**src/verilog/clock_gen_regs.svh**
```systemverilog
`ifndef CLOCK_GEN_REGS_SVH
`define CLOCK_GEN_REGS_SVH

`define CFG_BYTES 16
`define CFG_BITS 128
`define ADDR_W 4
`define CFG_RESET 8'h00
`define REF_A_LSB 0
`define REF_B_LSB 24
`define REF_C_FIRST_LSB 48
`define REF_C_ALT_LSB 72
`define FBK_A_LSB 8
`define FBK_B_LSB 32
`define FBK_C_FIRST_LSB 56
`define FBK_C_ALT_LSB 80
`define PUMP_A_BIT 19
`define PUMP_B_BIT 43
`define PUMP_C_FIRST_BIT 67
`define PUMP_C_ALT_BIT 91
`define LOOP_A_BIT 20
`define LOOP_B_BIT 44
`define LOOP_C_FIRST_BIT 68
`define LOOP_C_ALT_BIT 92
`define SRC_A_LSB 22
`define SRC_B_LSB 46
`define SRC_C_FIRST_LSB 70
`define SRC_D_FIRST_LSB 94
`define SRC_C_ALT_LSB 124
`define SRC_D_ALT_LSB 126
`define POST_A_LSB 96
`define POST_B_LSB 100
`define POST_C_FIRST_LSB 104
`define POST_D_FIRST_LSB 108
`define POST_C_ALT_LSB 112
`define POST_D_ALT_LSB 116
`define LOOP_SHORT_US 7
`define LOOP_LONG_US 20
`define PUMP_LOW_UA 2
`define PUMP_HIGH_UA 10

`endif

```
**src/verilog/clock_gen_pkg.sv**
```systemverilog
package clock_gen_pkg;
  typedef logic [7:0] ref_div_t;
  typedef logic [10:0] fbk_div_t;
  typedef logic [2:0] a_count_t;
  typedef logic [7:0] m_count_t;
  typedef logic [3:0] post_code_t;
  typedef logic [5:0] post_ratio_t;
  typedef enum logic [1:0] {
    SRC_REF = 2'h0,
    SRC_PLL_A = 2'h1,
    SRC_PLL_B = 2'h2,
    SRC_PLL_C = 2'h3
  } source_e;
endpackage : clock_gen_pkg

```
**src/verilog/post_ratio_decode.sv**
```systemverilog
`timescale 1ns/1ns
module post_ratio_decode
  import clock_gen_pkg::*;
(
  input wire post_code_t code,
  output post_ratio_t ratio
);
  always_comb begin
    case (code)
      4'h0: ratio = 6'h01;
      4'h1: ratio = 6'h02;
      4'h2: ratio = 6'h03;
      4'h3: ratio = 6'h04;
      4'h4: ratio = 6'h05;
      4'h5: ratio = 6'h06;
      4'h6: ratio = 6'h08;
      4'h7: ratio = 6'h09;
      4'h8: ratio = 6'h0a;
      4'h9: ratio = 6'h0c;
      4'ha: ratio = 6'h0f;
      4'hb: ratio = 6'h10;
      4'hc: ratio = 6'h12;
      4'hd: ratio = 6'h14;
      4'he: ratio = 6'h19;
      default: ratio = 6'h32;
    endcase
  end
endmodule : post_ratio_decode

```
**src/verilog/feedback_split.sv**
```systemverilog
`timescale 1ns/1ns
module feedback_split
  import clock_gen_pkg::*;
(
  input wire fbk_div_t value,
  output a_count_t a_count,
  output m_count_t m_count
);
  assign a_count = value[2:0];
  assign m_count = value[10:3];
endmodule : feedback_split

```
**src/verilog/clock_gen_divider_mux_config.sv**
```systemverilog
// Chosen here: strobed register access and the register offsets.
`timescale 1ns/1ns
`include "clock_gen_regs.svh"
module clock_gen_divider_mux_config
  import clock_gen_pkg::*;
(
  input wire logic sys_clk,
  input wire logic reset_n,
  input wire logic [3:0] addr,
  input wire logic [7:0] wdata,
  input wire logic wr,
  input wire logic rd,
  output logic [7:0] rdata,
  input wire logic set_select_pin,
  output ref_div_t ref_divider_a,
  output ref_div_t ref_divider_b,
  output ref_div_t ref_divider_c,
  output a_count_t a_count_a,
  output m_count_t m_count_a,
  output a_count_t a_count_b,
  output m_count_t m_count_b,
  output a_count_t a_count_c,
  output m_count_t m_count_c,
  output logic loop_filter_long_a,
  output logic loop_filter_long_b,
  output logic loop_filter_long_c,
  output logic pump_high_a,
  output logic pump_high_b,
  output logic pump_high_c,
  output source_e source_a,
  output source_e source_b,
  output source_e source_c,
  output source_e source_d,
  output post_ratio_t post_ratio_a,
  output post_ratio_t post_ratio_b,
  output post_ratio_t post_ratio_c,
  output post_ratio_t post_ratio_d,
  output logic output_glitch_risk
);
  typedef struct packed {
    logic [`CFG_BITS-1:0] cfg;
    logic [7:0] rdata;
    logic sel;
    logic glitch;
  } state_s;

  state_s st_ff;
  state_s nxt_st;
  logic [`CFG_BITS-1:0] wr_mask;
  logic [`CFG_BITS-1:0] out_ctl_mask;
  logic [`CFG_BITS-1:0] cfg;
  fbk_div_t fbk_c;
  post_code_t post_c;
  post_code_t post_d;

  assign cfg = st_ff.cfg;

  // Bits that reach muxes and post dividers
  always_comb begin
    out_ctl_mask = '0;
    out_ctl_mask[`SRC_A_LSB +: 2] = 2'h3;
    out_ctl_mask[`SRC_B_LSB +: 2] = 2'h3;
    out_ctl_mask[`SRC_C_FIRST_LSB +: 2] = 2'h3;
    out_ctl_mask[`SRC_D_FIRST_LSB +: 2] = 2'h3;
    out_ctl_mask[`SRC_C_ALT_LSB +: 4] = 4'hf;
    out_ctl_mask[`POST_A_LSB +: 24] = 24'hffffff;
  end

  always_comb begin
    wr_mask = '0;
    wr_mask[{addr, 3'h0} +: 8] = 8'hff;
  end

  always_comb begin
    nxt_st = st_ff;
    nxt_st.sel = set_select_pin;
    nxt_st.glitch = 1'b0;
    if (wr) begin
      nxt_st.cfg[{addr, 3'h0} +: 8] = wdata;
      nxt_st.glitch = |(wr_mask & out_ctl_mask & ({16{wdata}} ^ st_ff.cfg));
    end
    if (set_select_pin != st_ff.sel) begin
      nxt_st.glitch = 1'b1;
    end
    if (rd) begin
      nxt_st.rdata = st_ff.cfg[{addr, 3'h0} +: 8];
    end else begin
      nxt_st.rdata = 8'h00;
    end
  end

  always_ff @(posedge sys_clk or negedge reset_n) begin
    if (!reset_n) begin
      st_ff <= '0;
    end else begin
      st_ff <= nxt_st;
    end
  end

  assign rdata = st_ff.rdata;
  assign output_glitch_risk = st_ff.glitch;

  assign ref_divider_a = cfg[`REF_A_LSB +: 8];
  assign ref_divider_b = cfg[`REF_B_LSB +: 8];
  assign ref_divider_c = st_ff.sel ? cfg[`REF_C_ALT_LSB +: 8] : cfg[`REF_C_FIRST_LSB +: 8];

  assign fbk_c = st_ff.sel ? cfg[`FBK_C_ALT_LSB +: 11] : cfg[`FBK_C_FIRST_LSB +: 11];

  feedback_split split_a (
    .value(cfg[`FBK_A_LSB +: 11]),
    .a_count(a_count_a),
    .m_count(m_count_a)
  );

  feedback_split split_b (
    .value(cfg[`FBK_B_LSB +: 11]),
    .a_count(a_count_b),
    .m_count(m_count_b)
  );

  feedback_split split_c (
    .value(fbk_c),
    .a_count(a_count_c),
    .m_count(m_count_c)
  );

  assign loop_filter_long_a = cfg[`LOOP_A_BIT];
  assign loop_filter_long_b = cfg[`LOOP_B_BIT];
  assign loop_filter_long_c = st_ff.sel ? cfg[`LOOP_C_ALT_BIT] : cfg[`LOOP_C_FIRST_BIT];
  assign pump_high_a = cfg[`PUMP_A_BIT];
  assign pump_high_b = cfg[`PUMP_B_BIT];
  assign pump_high_c = st_ff.sel ? cfg[`PUMP_C_ALT_BIT] : cfg[`PUMP_C_FIRST_BIT];

  assign source_a = source_e'(cfg[`SRC_A_LSB +: 2]);
  assign source_b = source_e'(cfg[`SRC_B_LSB +: 2]);
  assign source_c = source_e'(st_ff.sel ? cfg[`SRC_C_ALT_LSB +: 2] : cfg[`SRC_C_FIRST_LSB +: 2]);
  assign source_d = source_e'(st_ff.sel ? cfg[`SRC_D_ALT_LSB +: 2] : cfg[`SRC_D_FIRST_LSB +: 2]);

  assign post_c = st_ff.sel ? cfg[`POST_C_ALT_LSB +: 4] : cfg[`POST_C_FIRST_LSB +: 4];
  assign post_d = st_ff.sel ? cfg[`POST_D_ALT_LSB +: 4] : cfg[`POST_D_FIRST_LSB +: 4];

  post_ratio_decode dec_a (
    .code(cfg[`POST_A_LSB +: 4]),
    .ratio(post_ratio_a)
  );

  post_ratio_decode dec_b (
    .code(cfg[`POST_B_LSB +: 4]),
    .ratio(post_ratio_b)
  );

  post_ratio_decode dec_c (
    .code(post_c),
    .ratio(post_ratio_c)
  );

  post_ratio_decode dec_d (
    .code(post_d),
    .ratio(post_ratio_d)
  );
endmodule : clock_gen_divider_mux_config

```
**config.mk**
```make
export PLATFORM = sky130hd
export DESIGN_NAME = clock_gen_divider_mux_config
export DESIGN_NICKNAME = d
export VERILOG_FILES = /design/src/verilog/clock_gen_pkg.sv /design/src/verilog/post_ratio_decode.sv /design/src/verilog/feedback_split.sv /design/src/verilog/clock_gen_divider_mux_config.sv
export VERILOG_INCLUDE_DIRS = /design/src /design/src/verilog
export SDC_FILE = /design/constraint.sdc
export NUM_CORES = 1
export LEC_CHECK = 0
export ABC_AREA = 1
export BUFFER_PORTS_ARGS = -buffer_cell sky130_fd_sc_hd__buf_4
export CAP_MARGIN = 5
export CORE_ASPECT_RATIO = 0.75
export CORE_MARGIN = 1
export CORE_UTILIZATION = 50
export CTS_CLUSTER_DIAMETER = 40
export DETAILED_ROUTE_END_ITERATION = 10
export PLACE_DENSITY = 0.75
export REMOVE_ABC_BUFFERS = 1
export SYNTH_ARGS = -nofsm -noshare
export SYNTH_HDL_FRONTEND = slang
export SYNTH_SLANG_ARGS = --single-unit
```
**constraint.sdc**
```tcl
create_clock -name sys_clk -period 4.74 [get_ports sys_clk]
set_clock_uncertainty 0.05 [all_clocks]
set_input_delay 0.237 -clock sys_clk [delete_from_list [all_inputs] [get_ports sys_clk]]
set_output_delay 0.237 -clock sys_clk [all_outputs]
set_load 0.05 [all_outputs]
```
## Word-level counts from Yosys, hierarchy flattened

Memory sizes are Yosys's and may differ from the RTL's.
Index checks and enable logic that the tools add are counted.

| cells by class | value |
|---|---|
| add/sub/neg operators | 1 |
| reduce and logical (&&, ||, !) cells | 1 |
| muxes and demuxes | 12 |
| shift operators | 4 |
| bitwise logic cells | 3 |
| equality and inequality tests | 1 |

Operator list:

| operator | number |
|---|---|
| $and 128x128->128 | 2 |
| $bwmux 128 | 1 |
| $reduce_or 128->1 | 1 |
| $shift 8x9->128 const A | 1 |
| $shiftx 128x8->8 | 1 |
| $shiftx 8x9->128 | 1 |
| $shiftx 8x9->128 const A | 1 |
| $xor 128x128->128 | 1 |
| $mux 8 | 2 |
| $mux 11 | 1 |
| $neg 7->9 | 1 |
| $mux 4 | 2 |
| $mux 1 | 4 |
| $mux 2 | 2 |
| $ne 1x1->1 | 1 |

| storage, ports and cells | value |
|---|---|
| word-level logic and storage cells | 30 |
| memories kept | 4 |
| input port bits | 17 |
| memory bits (read-only) | 384 |
| register bits | 138 |

Memories:

| name | words | bits a word | rd ports | clocked after memory_dff | write ports | RTL line | RTL |
|---|---|---|---|---|---|---|---|
| (name not given) | 16 | 6 | 1 | 0 | 0 | post_ratio_decode.sv:9 | `case (code)` |
| (name not given) | 16 | 6 | 1 | 0 | 0 | post_ratio_decode.sv:9 |  |
| (name not given) | 16 | 6 | 1 | 0 | 0 | post_ratio_decode.sv:9 |  |
| (name not given) | 16 | 6 | 1 | 0 | 0 | post_ratio_decode.sv:9 |  |

## Logic depth before layout (Yosys ltp)

| logic depth | value |
|---|---|
| depth after elaboration | 7 |
| depth in mapped cells | 16 |

## Cells and area by module

From an unflattened synthesis, not the netlist that was laid out.

| second synthesis, totals | value |
|---|---|
| cells, all modules | 1222 |
| area, all modules | 8739.6 sq um |

Modules (own cells, without submodules):

| module | cells an instance | area an instance (sq um) | times used | sequential area each (sq um) |
|---|---|---|---|---|
| clock_gen_divider_mux_config | 1065 | 7868.8 | 1 | 3453.3 |
| post_ratio_decode (dec_b ...) | 31 | 155.1 | 3 | 0.0 |
| feedback_split | 11 | 82.6 | 3 | 0.0 |
| post_ratio_decode (dec_a) | 31 | 157.7 | 1 | 0.0 |

## Worst setup path before layout

OpenSTA, ideal clock, no wires.

| timing path | value |
|---|---|
| path kind | register to output |
| start | register st_ff[1] (netlist name) |
| end | output post_ratio_d[0] |
| path slack | 2.070 ns |
| required time | 4.453 ns |
| arrival | 2.383 ns |
| cell stages (with the launch flop) | 7 |
| buffers on the path | 1 |
| path through | dfrtp_1 -> clkbuf_1 -> o21ai_0 -> inv_1 -> ha_1 -> o21ai_0 -> o21ai_0 |

| on the way | value |
|---|---|
| word-level cells in the longest chain between the ends | 2 |

RTL lines:

| item | RTL line | RTL |
|---|---|---|
| from (decl) | clock_gen_divider_mux_config.sv:47 | `state_s st_ff;` |
| from (signal assigned) | clock_gen_divider_mux_config.sv:96 | `st_ff <= nxt_st;` |
| $mux 4 | clock_gen_divider_mux_config.sv:140 | `` assign post_d = st_ff.sel ? cfg[`POST_D_ALT_LSB +: 4] : cfg[`POST_D_FIRST_LSB +: 4]; `` |
| $mem_v2 16x6 | -- |  |
| to (decl) | clock_gen_divider_mux_config.sv:37 | `output post_ratio_t post_ratio_d,` |

Every way passes these cells.

## Worst setup path in the final report

| timing path | value |
|---|---|
| start | register st_ff[1] (netlist name) |
| end | output post_ratio_c[0] |

| on the way | value |
|---|---|
| word-level cells in the longest chain between the ends | 2 |

RTL lines:

| item | RTL line | RTL |
|---|---|---|
| $mux 4 | clock_gen_divider_mux_config.sv:139 | `` assign post_c = st_ff.sel ? cfg[`POST_C_ALT_LSB +: 4] : cfg[`POST_C_FIRST_LSB +: 4]; `` |
| $mem_v2 16x6 | -- |  |
| to (decl) | clock_gen_divider_mux_config.sv:36 | `output post_ratio_t post_ratio_c,` |

Every way passes these cells.

==> results.md <==
* Status: complete, no violations
* Pre-antenna DRT Iters at 6
* Cts bufs inserted at 17
* Post-layout min period at 3130 ps
* Fin. Hold Viols at 0
* Filler cells at 1,605
* FMAX at 0.320 GHz
* Sequential cell area fraction in the yosys report at 40.4%
* Dpl ws at 1620 ps
* Combinational Power Share at 41.1%
* Ys Warns at 0
* Row cnt at 41
* Antenna violations before repair at 0
* Vias in the first global route at 7,743
* Via count at 8,211
* Post-synth EDFFs at 0
* Most frequent cell after synthesis: nand2_1
* Setup Total Neg Slack at 0 ps
* Worst setup SP type: flop
* Netlist Area Pre-Place at 8560 sq um
* Die Y at 115 microns
* Top post-synthesis cells by count: 285 x nand2_1, 189 x o21ai_0, 138 x dfrtp_1
* Die X at 153 microns
* Hold path depth at 3
* Num Clock Sinks at 138
* Clock tree buffer depth at 2
* Routed Antenna Nets at 0
* Nets at 1,250
* Worst min path class: in -> reg
* Worst path max stage delay at 720 ps
* R2r setup slk at 3150 ps
* PnR worst setup slack at 1610 ps
* Cells along the critical path: buf_4 -> o21ai_0 -> inv_1 -> o21ai_0 -> buf_4
* Fraction of layout cells with a size suffix above 1 at 15.1%
* Hold Path Sink: cfg[52]
* GRT Total Usage at 31.5%
* Total Wirelength at 26.9 mm
* WP data required at 4450 ps
* CP Max Fanout at 34
* Number of synthesized register bits at 138
* Reg power frac at 32.1%
* Worst setup EP type: output port
* Initial Util at 51.0%
* Int Pwr at 2.85 mW
* Slew headroom at 31.9%
* Mapped Cells at 1,185
* RSZ-0062 raised after global routing: false
* Clk network pwr share at 26.7%
* Peak supply drop at 0.000270 V
* NetSw at 2.36 mW
* Tcrit/Tclk final at 65.9%
* Buf+Inv Stages, Crit Path at 3
* Number of DRC markers in iteration 0 at 1,051
* Avg Synthesized Cell Area at 7.22 sq um
* Largest net degree at the start of global routing at 110
* Dpl cell area at 9100 sq um
* Worst R2R End: output_glitch_risk
* Yosys top cell by area: dfrtp_1
* GPL Wtd Cong at 0.963
* Via density per instance at 5.68
* Max_cap viols at 0
* Clock-pin transition on the worst setup and hold timing paths at 70 ps
* Critical path arrival at 2840 ps
* Critical setup path kind: reg -> out
* IO Port Bufs at 120
* Ports at 121
* Setup violations, final at 0
* Total core area at 16,800 sq um
* CTS tree: built
* Clock Latency Late Sink at 420 ps
* Total gr overflow at 0
* Share of the synthesized area in the top cell type at 40.4%
* Area Growth Syn to Fin at 13.6%
* Die area at 17,600 sq um
* Design area at 9730 sq um
* Top post-synthesis cells by area: dfrtp_1 40%, nand2_1 13%, o21ai_0 11%
* Worst Tran Pin Value at 1020 ps
* Ys async rst share at 100%
* Hpwl dp at 18.5 mm
* First-pass GRT wire length at 42.4 mm
* Ys flop type: dfrtp_1
* Delay-heaviest family, CP: compound AO/OA/AOI/OAI gates
* Pwr per Cell Area at 536 nW/um^2
* Yosys cell types at 36
* Sw Share at 45.4%
* CTS root buffer: clkbuf_16
* Diode count at 0
* Reg-to-Reg Start: cfg[98]
* Drt wl/cell at 18.6 microns
* Hold path start: wdata[4]
* Htree depth at 4
* Final Max Tran Viols at 0
* Pleak at 4.64 nW
* Path depth of the worst reg2reg path at 12
* DRC at 0
* Highest-delay cell along the critical path: o21ai_0
through the flow:
step           utilization [%]  hold slack [ps]  instances  power (mW)
6_report                  58.0             72.6       1446        5.21
5_1_grt                   58.0              107       1446        5.46
4_1_cts                   58.0             68.4       1446        5.20
3_5_place_dp              54.2              313       1412        3.81
3_3_place_gp              54.2              313       1412        3.78
2_1_floorplan                -             -109       1073        3.13
area by class of cell:
| cell class | instances | area, sq um | area share (%) |
|---|---|---|---|
| sequential | 138 | 3450 | 35.5 |
| inverter | 130 | 493 | 5.07 |
| clock buffer | 17 | 425 | 4.37 |
| multi-input combinational | 805 | 3950 | 40.6 |
| tap | 215 | 269 | 2.77 |
| timing repair buffer | 126 | 955 | 9.82 |
| clock inverter | 15 | 180 | 1.85 |
placed cells by master (no fill, tap or decap), drive strengths merged:
cell and instances:
a21oi 78, a31oi 10, a32oi 1, buf 124, bufinv 2, clkbuf 17, clkinv 6, clkinvlp 1
dfrtp 138, dlygate4sd3 2, ha 15, inv 136, mux2 1, mux2i 5, nand2 291, nand3 52
nand4 16, nor2 73, nor3 20, nor4 1, o211ai 1, o21ai 213, o22ai 17, o31ai 4
xnor2 4, xor2 3
worst min-delay path, cell delays in order:
cell,delay (ps)
buf_4,130
nand3_1,70
o21ai_0,60
flip-flops by register name (all words and copies together), names as in the netlist:
register	count
cfg	128
output_glitch_risk	1
rdata	8
st_ff	1
power groups by stage:
stage	Sequential, mW	Clock, mW	Combinational, mW
final	1.67	1.39	2.14
after global routing	1.71	1.44	2.31
after CTS	1.67	1.39	2.14
after detailed placement	1.69	0	2.13
after global placement	1.68	0	2.10
after floorplan	1.95	0	1.17
layer usage:
layer	track usage, %	wire [microns]	vias to the layer above	part of all wire [%]
li1	-	-	3914	-
met1	44.5	11700	3788	44
met2	48.0	11600	450	43
met3	7.05	2810	59	10
met4	10.3	711	0	2.6
met5	0	0	-	0
worst max path at each step:
stage	to	slack, ps	start	cells past startpoint
after floorplan	post_ratio_d[0]	1360	st_ff[1]	4
after global placement	cfg[53]	1670	addr[0]	9
after detailed placement	cfg[49]	1620	addr[1]	8
after CTS	post_ratio_c[0]	1640	st_ff[1]	5
after global routing	post_ratio_c[0]	1490	st_ff[1]	5
final	post_ratio_c[0]	1610	st_ff[1]	5
timing repair:
item,4_1_cts,5_1_grt
resized for setup,0,0
setup buffers,0,0
hold endpoints to repair,110,0
hold buffers,2,0
kinds of logic (layout without fill, tap and decap cells):
| group | count (synthesis) | in the layout | share of synthesized area (%) |
|---|---|---|---|
| compound gates | 324 | 324 | 19.5 |
| mux | 6 | 6 | 0.716 |
| fa+ha+maj | 15 | 15 | 2.19 |
| simple gates | 453 | 453 | 23.0 |
| xor+xnor | 7 | 7 | 0.716 |
| buf+inv | 242 | 288 | 13.5 |
| flops | 138 | 138 | 40.4 |
(Power assumes the default switching activity.)
